`config.mk`:
```
export PLATFORM = sky130hd
export DESIGN_NAME = tributary_event_response_logic
export DESIGN_NICKNAME = d
export VERILOG_FILES = /design/src/hw/trib_event_pkg.sv /design/src/hw/rsp_fifo.sv /design/src/hw/sel_interval_timer.sv /design/src/hw/tributary_event_response_logic.sv
export VERILOG_INCLUDE_DIRS = /design/src /design/src/hw
export SDC_FILE = /design/constraint.sdc
export NUM_CORES = 2
export LEC_CHECK = 0
export BUFFER_PORTS_ARGS = -buffer_cell sky130_fd_sc_hd__buf_4
export CAP_MARGIN = 40
export CORE_ASPECT_RATIO = 1.4
export CORE_MARGIN = 2
export CORE_UTILIZATION = 40
export CTS_CLUSTER_SIZE = 20
export DETAILED_ROUTE_END_ITERATION = 10
export MAX_ROUTING_LAYER = met4
export SLEW_MARGIN = 20
export SYNTH_ARGS = -nofsm -noshare
export SYNTH_HDL_FRONTEND = slang
export SYNTH_SLANG_ARGS = --single-unit
```
`constraint.sdc`:
```
create_clock -name mclk_i -period 8.3 [get_ports mclk_i]
set_clock_uncertainty 0.15 [all_clocks]
set_input_delay 1.245 -clock mclk_i [delete_from_list [all_inputs] [get_ports mclk_i]]
set_output_delay 1.245 -clock mclk_i [all_outputs]
set_load 0.005 [all_outputs]
```
`src/hw/trib_event_defines.svh`:
```
// Constants for the tributary event response logic: event codes, limits and timing.
// Assumes it is included by bare name from the package, the top design module and the bench.
`ifndef TRIB_EVENT_DEFINES_SVH
`define TRIB_EVENT_DEFINES_SVH

// Response codes, octal 006/010/012/014/016/022 written in hexadecimal.
`define TEV_CODE_SEL_THRESH 8'h06
`define TEV_CODE_START_RUN 8'h08
`define TEV_CODE_MAINT_RUN 8'h0A
`define TEV_CODE_MAINT_HALT 8'h0C
`define TEV_CODE_START_MAINT 8'h0E
`define TEV_CODE_POLL_DEAD 8'h12

// Selection timeouts that make one select threshold error.
`define TEV_SEL_LIMIT 3'h7
`define TEV_SEL_CNT_ZERO 3'h0
`define TEV_SEL_CNT_ONE 3'h1

// Clock period and selection interval, both in nanoseconds.
`define TEV_CLK_PERIOD_NS 40
`define TEV_SEL_INTERVAL_NS 1000000

// Default widths and depths.
`define TEV_ADDR_W 8
`define TEV_FIFO_DEPTH 8

`endif

```
`src/hw/trib_event_pkg.sv`:
```
// Types shared by the tributary event response logic.
// Assumes the defines header is on the include path.
`include "trib_event_defines.svh"

package trib_event_pkg;

  // Tributary protocol state.
  typedef enum logic [2:0] {
    ST_HALTED = 3'b000,
    ST_ISTRT = 3'b001,
    ST_ASTRT = 3'b010,
    ST_RUN = 3'b011,
    ST_MAINT = 3'b100
  } trib_state_type;

  // Kind of received message that the event logic cares about.
  typedef enum logic [0:0] {
    MSG_START = 1'b0,
    MSG_MAINT = 1'b1
  } msg_kind_type;

  // One unsolicited control response: address byte and response code byte.
  typedef struct packed {
    logic [7:0] tributary_address_byte;
    logic [7:0] response_code_byte;
  } event_rsp_type;

  // Received message as handed over by the receiver.
  typedef struct packed {
    logic [7:0] addr;
    msg_kind_type kind;
  } rx_msg_type;

endpackage

```
`src/hw/rsp_fifo.sv`:
```
// Ordered response queue with a registered head word for the host.
// Assumes the writer checks full before pushing and the host pops only a valid head.
`timescale 1ns/1ps

module rsp_fifo
  import trib_event_pkg::*;
#(
  parameter int DEPTH = 8,
  parameter int WIDTH = 16
) (
  input wire logic mclk_i, // Controller clock.
  input wire logic rst_n_i, // Asynchronous reset, active low.
  input wire logic push_i, // Write one word.
  input wire logic [WIDTH-1:0] push_data_i, // Word to write.
  output logic full_o, // No room in storage.
  output logic room2_o, // At least two free slots.
  output logic head_valid_o, // Head word is valid.
  output logic [WIDTH-1:0] head_o, // Head word.
  input wire logic pop_i // Host has consumed the head word.
);

  localparam int AW = $clog2(DEPTH);

  logic [WIDTH-1:0] mem_q [DEPTH]; // Storage behind the head register.
  logic [AW-1:0] wr_q; // Write pointer.
  logic [AW-1:0] rd_q; // Read pointer.
  logic [AW:0] cnt_q; // Words in storage.
  logic load; // Head register takes a word this cycle.

  // The head refills whenever storage holds a word and the head is empty or being consumed.
  assign load = (cnt_q != '0) && (!head_valid_o || pop_i);

  // Storage write; a full queue refuses the word so nothing is overwritten.
  always_ff @(posedge mclk_i) begin
    if (push_i && !full_o) begin
      mem_q[wr_q] <= push_data_i;
    end
  end

  // Pointers and count.
  always_ff @(posedge mclk_i or negedge rst_n_i) begin
    if (!rst_n_i) begin
      wr_q <= '0;
      rd_q <= '0;
      cnt_q <= '0;
    end else begin
      if (push_i && !full_o) begin
        wr_q <= AW'((wr_q + 1'b1) % DEPTH);
      end
      if (load) begin
        rd_q <= AW'((rd_q + 1'b1) % DEPTH);
      end
      cnt_q <= cnt_q + (AW+1)'(push_i && !full_o) - (AW+1)'(load);
    end
  end

  // Flags from the next count so they stand as flip-flops.
  always_ff @(posedge mclk_i or negedge rst_n_i) begin
    if (!rst_n_i) begin
      full_o <= 1'b0;
      room2_o <= 1'b1;
    end else begin
      full_o <= (cnt_q + (AW+1)'(push_i && !full_o) - (AW+1)'(load)) == (AW+1)'(DEPTH);
      room2_o <= (cnt_q + (AW+1)'(push_i && !full_o) - (AW+1)'(load)) <= (AW+1)'(DEPTH - 2);
    end
  end

  // Head register shown to the host until popped.
  always_ff @(posedge mclk_i or negedge rst_n_i) begin
    if (!rst_n_i) begin
      head_valid_o <= 1'b0;
      head_o <= '0;
    end else if (load) begin
      head_valid_o <= 1'b1;
      head_o <= mem_q[rd_q];
    end else if (pop_i) begin
      head_valid_o <= 1'b0;
    end
  end

  // A valid head stays put until the host pops it.
  chk_head_holds: assert property (@(posedge mclk_i) disable iff (!rst_n_i)
    head_valid_o && !pop_i |=> head_valid_o && $stable(head_o))
    else $error("Response head changed before the host consumed it.");

endmodule

```
`src/hw/sel_interval_timer.sv`:
```
// Selection interval timer: one outstanding poll or transmission at a time.
// Assumes start and response strobes come from logic on the same clock.
`timescale 1ns/1ps

module sel_interval_timer
  import trib_event_pkg::*;
#(
  parameter int INTERVAL_CYC = 25000
) (
  input wire logic mclk_i, // Controller clock.
  input wire logic rst_n_i, // Asynchronous reset, active low.
  input wire logic start_i, // Poll or transmission ends, interval opens.
  input wire logic [7:0] start_addr_i, // Station being waited on.
  input wire logic resp_i, // Station answered, interval closes.
  output logic timeout_o, // One-cycle pulse: interval expired.
  output logic [7:0] timeout_addr_o // Station that failed to answer.
);

  logic run_q; // Interval is open.
  logic [31:0] cnt_q; // Cycles elapsed in the open interval.

  // A new start restarts the interval; an answer closes it without a timeout.
  always_ff @(posedge mclk_i or negedge rst_n_i) begin
    if (!rst_n_i) begin
      run_q <= 1'b0;
      cnt_q <= 32'h0;
      timeout_addr_o <= 8'h00;
    end else if (start_i) begin
      run_q <= 1'b1;
      cnt_q <= 32'h0;
      timeout_addr_o <= start_addr_i;
    end else if (resp_i) begin
      run_q <= 1'b0;
    end else if (run_q) begin
      if (cnt_q == 32'(INTERVAL_CYC - 1)) begin
        run_q <= 1'b0;
      end
      cnt_q <= cnt_q + 32'h1;
    end
  end

  // The pulse is registered so that the parent sees it with the address already stable.
  always_ff @(posedge mclk_i or negedge rst_n_i) begin
    if (!rst_n_i) begin
      timeout_o <= 1'b0;
    end else begin
      timeout_o <= run_q && !start_i && !resp_i && (cnt_q == 32'(INTERVAL_CYC - 1));
    end
  end

  // A timeout never fires before the full interval has run.
  chk_timeout_late: assert property (@(posedge mclk_i) disable iff (!rst_n_i)
    timeout_o |-> $past(cnt_q) == 32'(INTERVAL_CYC - 1))
    else $error("Selection timeout fired before the interval ended.");

endmodule

```
`src/hw/tributary_event_response_logic.sv`:
```
// Event reporting for a multipoint link controller: per-tributary protocol state,
// select threshold counting and a queue of unsolicited control responses.
// Assumes receiver, poller and host command decoder share mclk_i.
`timescale 1ns/1ps
`include "trib_event_defines.svh"

// How it works
// - Seventh selection timeout posts code 006.
// - Reporting clears that station's selection counter.
// - Timer bounds the wait for station answer.
// - Start in run posts code 010.
// - Then halt tributary and return buffers.
// - Maintenance while running/starting posts 012, halts, discards.
// - That tributary then enters maintenance state.
// - Maintenance while halted posts 014, enters maintenance.
// - Start in maintenance posts 016 only.
// - Control station posts 022 on dead polling.
// - No dead polling event point-to-point.
// - Response carries address byte and code byte.
module tributary_event_response_logic
#(
  parameter int ADDR_W = `TEV_ADDR_W,
  parameter int FIFO_DEPTH = `TEV_FIFO_DEPTH,
  parameter int SEL_INTERVAL_CYC = `TEV_SEL_INTERVAL_NS / `TEV_CLK_PERIOD_NS
) (
  input wire logic mclk_i, // Controller clock, 25 MHz.
  input wire logic rst_n_i, // Asynchronous reset, active low.
  input wire logic rx_valid_i, // Received start or maintenance message.
  input wire trib_event_pkg::rx_msg_type rx_msg_i, // Its address and kind.
  output logic rx_ready_o, // Message can be taken this cycle.
  input wire logic poll_start_i, // Poll or transmission just ended.
  input wire logic [7:0] poll_addr_i, // Station being waited on.
  input wire logic poll_resp_i, // Station answered in time.
  input wire logic poll_dead_i, // Polling state of a tributary went dead.
  input wire logic [7:0] poll_dead_addr_i, // That tributary.
  input wire logic control_station_i, // This station is the control station.
  input wire logic multipoint_i, // Multipoint operation, low for point-to-point.
  input wire logic startup_cmd_i, // Host request start-up state command.
  input wire logic ack_start_i, // Start acknowledge seen, move to ASTRT.
  input wire logic link_up_i, // Start-up sequence complete, move to run.
  input wire logic [7:0] cmd_addr_i, // Tributary of the three strobes above.
  output logic halt_o, // Pulse: halt protocol, return all buffers.
  output logic [7:0] halt_addr_o, // Tributary being halted.
  output logic discard_o, // Pulse: drop the message just taken.
  output logic rsp_valid_o, // Control response waiting for the host.
  output trib_event_pkg::event_rsp_type rsp_o, // Address byte and code byte.
  input wire logic rsp_pop_i // Host has read the response.
);
  import trib_event_pkg::*;

  localparam int NTRIB = 2 ** ADDR_W;

  trib_state_type state_q [NTRIB]; // Protocol state per tributary.
  logic [2:0] sel_cnt_q [NTRIB]; // Selection timeouts per station.
  logic sel_to; // Timer pulse.
  logic [7:0] sel_to_addr; // Station that timed out.
  logic sel_hit; // This timeout is the seventh.
  logic sel_pend_q; // Select threshold response waiting for a queue slot.
  logic [7:0] sel_addr_q; // Its address.
  logic dead_pend_q; // Dead polling response waiting for a queue slot.
  logic [7:0] dead_addr_q; // Its address.
  logic dead_ev; // Dead polling event that is meaningful here.
  logic rx_take; // Message accepted this cycle.
  trib_state_type rx_state; // State of the addressed tributary.
  logic ev_post; // Received message makes a response.
  logic [7:0] ev_code; // Its code.
  logic ev_halt; // It halts the tributary.
  logic ev_discard; // It is dropped.
  trib_state_type ev_next; // State it leaves behind.
  logic [2:0] ev_next_bits; // Raw state bits from the decode, cast back to the state type.
  logic push; // Queue write.
  event_rsp_type push_data; // Queue word.
  logic fifo_full; // Queue storage full.
  logic fifo_room2; // Queue has two free slots.
  logic push_sel; // Pending select response goes this cycle.
  logic push_dead; // Pending dead response goes this cycle.

  // Pure decode of what a received message does in a given state.
  function automatic logic [13:0] decode_event(input msg_kind_type kind, input trib_state_type st);
    logic [13:0] r;
    r = {1'b0, 8'h00, 1'b0, 1'b0, st};
    if (kind == MSG_START && st == ST_RUN) begin
      r = {1'b1, `TEV_CODE_START_RUN, 1'b1, 1'b0, ST_HALTED};
    end else if (kind == MSG_START && st == ST_MAINT) begin
      r = {1'b1, `TEV_CODE_START_MAINT, 1'b0, 1'b0, st};
    end else if (kind == MSG_MAINT && (st == ST_RUN || st == ST_ISTRT || st == ST_ASTRT)) begin
      r = {1'b1, `TEV_CODE_MAINT_RUN, 1'b1, 1'b1, ST_MAINT};
    end else if (kind == MSG_MAINT && st == ST_HALTED) begin
      r = {1'b1, `TEV_CODE_MAINT_HALT, 1'b0, 1'b1, ST_MAINT};
    end
    return r;
  endfunction

  // Messages are only taken when the queue can still hold their response.
  assign rx_take = rx_valid_i && rx_ready_o;
  assign rx_state = state_q[rx_msg_i.addr];
  assign {ev_post, ev_code, ev_halt, ev_discard, ev_next_bits} = decode_event(rx_msg_i.kind, rx_state);
  assign ev_next = trib_state_type'(ev_next_bits);
  assign sel_hit = sel_to && (sel_cnt_q[sel_to_addr] == `TEV_SEL_LIMIT - `TEV_SEL_CNT_ONE);
  assign dead_ev = poll_dead_i && control_station_i && multipoint_i;

  // One queue write per cycle: received message first, then select, then dead polling.
  always_comb begin
    push_sel = 1'b0;
    push_dead = 1'b0;
    push = 1'b0;
    push_data = '0;
    if (rx_take && ev_post) begin
      push = 1'b1;
      push_data = '{tributary_address_byte: rx_msg_i.addr, response_code_byte: ev_code};
    end else if (sel_pend_q && !fifo_full) begin
      push = 1'b1;
      push_sel = 1'b1;
      push_data = '{tributary_address_byte: sel_addr_q, response_code_byte: `TEV_CODE_SEL_THRESH};
    end else if (dead_pend_q && !fifo_full) begin
      push = 1'b1;
      push_dead = 1'b1;
      push_data = '{tributary_address_byte: dead_addr_q, response_code_byte: `TEV_CODE_POLL_DEAD};
    end
  end

  // Selection interval timer for the one outstanding poll.
  sel_interval_timer #(
    .INTERVAL_CYC(SEL_INTERVAL_CYC)
  ) u_sel_timer (
    .mclk_i(mclk_i),
    .rst_n_i(rst_n_i),
    .start_i(poll_start_i),
    .start_addr_i(poll_addr_i),
    .resp_i(poll_resp_i),
    .timeout_o(sel_to),
    .timeout_addr_o(sel_to_addr)
  );

  // Ordered response queue toward the host.
  rsp_fifo #(
    .DEPTH(FIFO_DEPTH),
    .WIDTH($bits(event_rsp_type))
  ) u_rsp_fifo (
    .mclk_i(mclk_i),
    .rst_n_i(rst_n_i),
    .push_i(push),
    .push_data_i(push_data),
    .full_o(fifo_full),
    .room2_o(fifo_room2),
    .head_valid_o(rsp_valid_o),
    .head_o(rsp_o),
    .pop_i(rsp_pop_i)
  );

  // Tributary states: received messages override host strobes in the same cycle.
  always_ff @(posedge mclk_i or negedge rst_n_i) begin
    if (!rst_n_i) begin
      for (int i = 0; i < NTRIB; i++) begin
        state_q[i] <= ST_HALTED;
      end
    end else begin
      if (startup_cmd_i && (state_q[cmd_addr_i] == ST_HALTED || state_q[cmd_addr_i] == ST_MAINT)) begin
        state_q[cmd_addr_i] <= ST_ISTRT;
      end else if (ack_start_i && state_q[cmd_addr_i] == ST_ISTRT) begin
        state_q[cmd_addr_i] <= ST_ASTRT;
      end else if (link_up_i && (state_q[cmd_addr_i] == ST_ISTRT || state_q[cmd_addr_i] == ST_ASTRT)) begin
        state_q[cmd_addr_i] <= ST_RUN;
      end
      if (rx_take) begin
        state_q[rx_msg_i.addr] <= ev_next;
      end
    end
  end

  // Selection error counters; the seventh timeout reports and clears.
  always_ff @(posedge mclk_i or negedge rst_n_i) begin
    if (!rst_n_i) begin
      for (int i = 0; i < NTRIB; i++) begin
        sel_cnt_q[i] <= `TEV_SEL_CNT_ZERO;
      end
    end else if (sel_hit) begin
      sel_cnt_q[sel_to_addr] <= `TEV_SEL_CNT_ZERO;
    end else if (sel_to) begin
      sel_cnt_q[sel_to_addr] <= sel_cnt_q[sel_to_addr] + `TEV_SEL_CNT_ONE;
    end
  end

  // Pending events: a new event wins over the clear caused by its predecessor's push.
  // Limitation: a second threshold while one is still pending replaces the older address.
  always_ff @(posedge mclk_i or negedge rst_n_i) begin
    if (!rst_n_i) begin
      sel_pend_q <= 1'b0;
      sel_addr_q <= 8'h00;
    end else if (sel_hit) begin
      sel_pend_q <= 1'b1;
      sel_addr_q <= sel_to_addr;
    end else if (push_sel) begin
      sel_pend_q <= 1'b0;
    end
  end

  // Dead polling pending slot, same policy as the select slot.
  always_ff @(posedge mclk_i or negedge rst_n_i) begin
    if (!rst_n_i) begin
      dead_pend_q <= 1'b0;
      dead_addr_q <= 8'h00;
    end else if (dead_ev) begin
      dead_pend_q <= 1'b1;
      dead_addr_q <= poll_dead_addr_i;
    end else if (push_dead) begin
      dead_pend_q <= 1'b0;
    end
  end

  // Halt and discard strobes for the buffer return and receive paths.
  always_ff @(posedge mclk_i or negedge rst_n_i) begin
    if (!rst_n_i) begin
      halt_o <= 1'b0;
      halt_addr_o <= 8'h00;
      discard_o <= 1'b0;
    end else begin
      halt_o <= rx_take && ev_halt;
      discard_o <= rx_take && ev_discard;
      if (rx_take && ev_halt) begin
        halt_addr_o <= rx_msg_i.addr;
      end
    end
  end

  // Ready keeps two slots free so a message response and a pending one both fit.
  // Trade-off: the last storage slot is mostly held back for select and dead events.
  always_ff @(posedge mclk_i or negedge rst_n_i) begin
    if (!rst_n_i) begin
      rx_ready_o <= 1'b0;
    end else begin
      rx_ready_o <= fifo_room2;
    end
  end

  // A start in run halts that tributary and names it on the halt strobe.
  chk_start_run_halt: assert property (@(posedge mclk_i) disable iff (!rst_n_i)
    rx_take && rx_msg_i.kind == MSG_START && rx_state == ST_RUN
    |=> halt_o && halt_addr_o == $past(rx_msg_i.addr) && state_q[$past(rx_msg_i.addr)] == ST_HALTED)
    else $error("Start in run did not halt the tributary.");

  // The same start queues its event code in the cycle it is taken.
  chk_start_run_code: assert property (@(posedge mclk_i) disable iff (!rst_n_i)
    rx_take && rx_msg_i.kind == MSG_START && rx_state == ST_RUN
    |-> push && push_data.response_code_byte == `TEV_CODE_START_RUN)
    else $error("Start in run did not post its code.");

  // Maintenance while running or starting halts, discards and parks in maintenance.
  chk_maint_run_path: assert property (@(posedge mclk_i) disable iff (!rst_n_i)
    rx_take && rx_msg_i.kind == MSG_MAINT && (rx_state == ST_RUN || rx_state == ST_ISTRT || rx_state == ST_ASTRT)
    |=> halt_o && discard_o && state_q[$past(rx_msg_i.addr)] == ST_MAINT)
    else $error("Maintenance while running was not handled.");

  // A halted tributary enters maintenance without a second halt.
  chk_maint_halted: assert property (@(posedge mclk_i) disable iff (!rst_n_i)
    rx_take && rx_msg_i.kind == MSG_MAINT && rx_state == ST_HALTED
    |=> !halt_o && discard_o && state_q[$past(rx_msg_i.addr)] == ST_MAINT)
    else $error("Maintenance while halted was not handled.");

  // Start in maintenance only reports; the state is left alone.
  chk_start_maint_keep: assert property (@(posedge mclk_i) disable iff (!rst_n_i)
    rx_take && rx_msg_i.kind == MSG_START && rx_state == ST_MAINT
    |-> push_data.response_code_byte == `TEV_CODE_START_MAINT ##1 !halt_o && !discard_o)
    else $error("Start in maintenance did more than report.");

  // The seventh timeout both arms the report and clears the counter.
  chk_sel_threshold: assert property (@(posedge mclk_i) disable iff (!rst_n_i)
    sel_hit |=> sel_pend_q && sel_cnt_q[$past(sel_to_addr)] == `TEV_SEL_CNT_ZERO)
    else $error("Select threshold did not post and clear.");

  // Point-to-point lines never arm a dead polling report.
  chk_dead_p2p: assert property (@(posedge mclk_i) disable iff (!rst_n_i)
    poll_dead_i && !multipoint_i && !dead_pend_q |=> !dead_pend_q)
    else $error("Dead polling raised in point-to-point operation.");

  // Messages are throttled early enough that no push meets a full queue.
  chk_no_overflow: assert property (@(posedge mclk_i) disable iff (!rst_n_i)
    push |-> !fifo_full)
    else $error("Response pushed into a full queue.");

  // A meaningful dead polling event arms its report with the right address.
  chk_dead_post: assert property (@(posedge mclk_i) disable iff (!rst_n_i)
    poll_dead_i && control_station_i && multipoint_i |=> dead_pend_q && dead_addr_q == $past(poll_dead_addr_i))
    else $error("Dead polling event was not armed.");

  // Ready falls once fewer than two slots are free.
  chk_ready_room: assert property (@(posedge mclk_i) disable iff (!rst_n_i)
    !fifo_room2 |=> !rx_ready_o)
    else $error("Message port stayed ready with the queue nearly full.");

  // Timeouts before the seventh only count up by one.
  chk_sel_count: assert property (@(posedge mclk_i) disable iff (!rst_n_i)
    sel_to && !sel_hit |=> sel_cnt_q[$past(sel_to_addr)] == $past(sel_cnt_q[sel_to_addr]) + `TEV_SEL_CNT_ONE)
    else $error("Selection error counter did not advance.");

  // Maintenance while halted queues its own code.
  chk_maint_halt_code: assert property (@(posedge mclk_i) disable iff (!rst_n_i)
    rx_take && rx_msg_i.kind == MSG_MAINT && rx_state == ST_HALTED
    |-> push && push_data.response_code_byte == `TEV_CODE_MAINT_HALT)
    else $error("Maintenance while halted did not post its code.");

endmodule

```
==> impl_metrics.json <==
{
  "synth_top_area_frac": 0.420,
  "violations": "design-rule violations",
  "cts_max_level": 4,
  "cts_hold_buf": 0,
  "pre_cts_slack_ns": 1.04,
  "drt_iter0_markers": 11985,
  "die_w_um": 421,
  "grt_pass1_vias": 82638,
  "dieHeight_um": 587,
  "place.gp.congestion": 1.08,
  "worst_pin_slew_ns": 1.17,
  "worstPathArrival_ns": 7.18,
  "clk_pin_slew_worst_paths_ns": 0.06,
  "yosys-top-cells-area": "dfrtp_1 (42%), mux4_2 (15%), mux2i_1 (6.8%)",
  "total_leakage_power_nw": 44.9,
  "antenna_found_initial": 36,
  "p_per_area_nw_per_um2": 203,
  "io_buffers": 68,
  "yosys-top-cells-count": "dfrtp_1 (1631), nand2_1 (1398), o21ai_0 (905)",
  "drv_slew": 0,
  "grt_pass1_wl_mm": 612,
  "clock_latency_ns": 0.92,
  "crit_chain": "buf_8 > buf_4 > buf_4 > mux4_2 > a22oi_1 > a311oi_1 > nor4_1 > and4_1 > nand3_1 > o21ai_2 > o21a_1 > ha_1 > inv_1 > fa_1 > inv_1 > nor4b_1",
  "area_delta_synth_final_pct": 12.3,
  "fin_tns_setup_ns": 0,
  "syn_area_per_cell_sq_um": 10.7,
  "final_nets": 8913,
  "cts_sinks": 1728,
  "pin_count": 73,
  "finalHoldViolCount": 0,
  "peakVddDrop_mv": 0.174,
  "drc_errors": 2,
  "drv_cap": 0,
  "max-slew-margin-rel": 0.223,
  "syn_area_sq_um": 97300,
  "dr_total_vias": 84514,
  "path_buf_inv": 5,
  "finalCritPeriodShare": 0.788,
  "fin_crit_ns": 6.54,
  "cts_tree": "built",
  "drive_above_1_share": 0.189,
  "ys_ff_latch": 1728,
  "rsz0062_at_grt": "false",
  "yosysWarnings": 0,
  "drtAntennaViolNets": 0,
  "path_max_fanout": 64,
  "wl_mm": 424,
  "cp-end-kind": "flop",
  "hold-worst-slack_ns": 0.0887,
  "setup_viol": 0,
  "cp.required_ns": 8.93,
  "path_delay_family": "simple AND/OR/NAND/NOR gates",
  "cp_slowest_cell": "nor4_1",
  "grt_max_degree": 197,
  "synth_area_leader_cell": "dfrtp_1",
  "core-area_sq_um": 242000,
  "cts_inserted_buffers": 191,
  "vias_per_cell": 6.88,
  "dieArea_sq_um": 247000,
  "synth.yosys.seq_area_share": 0.450,
  "fmax_ghz": 0.153,
  "start_util": 0.401,
  "synthFlopType": "dfrtp_1",
  "overflow": 0,
  "postCtsResizedCells": 0,
  "dr.pass1.iters": 11,
  "synthCells": 9050,
  "critPathLaunchType": "input port",
  "path_class": "input port to flop",
  "fin_ws_ns": 1.76,
  "clk_path_buf_depth": 4,
  "wl_per_cell_um": 34.5,
  "grt_usage": 0.350,
  "outcome": "finished, violations left",
  "synth_most_common_cell": "dfrtp_1",
  "cts_root_buffer": "clkbuf_16",
  "cts_setup_buffers": 0,
  "synth-edff-count": 96,
  "row_count": 214,
  "slowest_delay_ns": 0.78,
  "async_flop_share": 0.944,
  "synth_cell_types": 83,
  "hold_class": "input port to async pin",
  "dp_hpwl_mm": 272
}
-- report_power, final --
part / internal (mW) / switching [mW]
sequential: 9.01 / 0.485
clock: 4.98 / 3.80
combinational: 1.32 / 2.57
total: 15.3 / 6.85
-- path summary, 6_finish.rpt --
path,cells past startpoint,end,from,slack (ns)
max,16,u_rsp_fifo.full_o,rx_msg_i[2],1.76
min,1,u_rsp_fifo.rd_q[2],rst_n_i,0.09
max reg2reg,13,sel_cnt_q[631],u_sel_timer.timeout_addr_o[0],1.80
min reg2reg,0,rx_ready_o,u_rsp_fifo.room2_o,0.24
max in group asynchronous,3,u_sel_timer.cnt_q[16],rst_n_i,5.89
min in group mclk_i,0,rx_ready_o,u_rsp_fifo.room2_o,0.24
-- area by class of cell --
cell class                      count  area (sq um)
Antenna cell                       48           120
Clock buffer                      276          5590
Clock inverter                     64           648
Fill cell                       22322        133000
Inverter                           50           189
Multi-Input combinational cell   6451         50500
Sequential cell                  1728         43700
Tap cell                         3240          4050
Timing Repair Buffer              435          4420
-- layer usage --
metal	track usage	vias up	share of wire
met1	0.401	42424	0.34
met3	0.0994	2051	0.11
li1	-	33955	-
met2	0.509	6084	0.44
met5	-	-	0
met4	0.288	0	0.11
-- per-stage QoR --
step | area, sq um | utilization | power [mW] | cells
2_1_floorplan | 97300 | - | 11.6 | 9053
3_3_place_gp | 102000 | 0.421 | 13.3 | 11840
3_5_place_dp | 103000 | 0.424 | 13.4 | 11894
4_1_cts | 109000 | 0.450 | 22.1 | 12234
5_1_grt | 109000 | 0.451 | 22.7 | 12283
6_report | 109000 | 0.451 | 22.2 | 12292
-- state kept, by name (all words and copies together) (netlist names), 3 cells and up --
name and cells:
halt_addr_o 8, sel_addr_q 8, u_sel_timer.timeout_addr_o 8, u_rsp_fifo.wr_q 3, u_rsp_fifo.rd_q 3, u_rsp_fifo.cnt_q 4
sel_cnt_q 768, u_rsp_fifo.mem_q 96, u_rsp_fifo.head_o 12, u_sel_timer.cnt_q 32, state_q 768, dead_addr_q 8
-- cells by family after synthesis --
kind of cell | share of synthesized area
other | 0.0000386
XOR/XNOR | 0.00261
AO/OA/AOI/OAI | 0.163
buffers and inverters | 0.0375
flip-flops | 0.450
adder cells (fa/ha/maj) | 0.00149
multiplexers | 0.224
AND/OR/NAND/NOR | 0.121
-- cell usage in the layout (no fill, tap or decap), drive strengths merged, types with 12 or more instances in the layout --
master      n
clkinv     51
edfxtp     96
nor2      656
nor3       78
nor2b      26
buf       431
dfrtp    1631
inv        49
and2       13
nor4       27
mux4      638
nand3     174
o2111ai    12
mux2       76
o21ai     906
a311oi     21
xor2       18
a31oi     167
a22o       14
a21oi     145
o41ai     170
nand2b     17
a221oi    246
or3        14
o31ai     104
clkbuf    280
nand4      20
and3      275
a22oi      78
o2bb2ai    82
a211oi     16
o211ai     14
diode      48
o22ai     269
nand2    1398
mux2i     656
No activity file was read; power rests on OpenSTA's default activity.
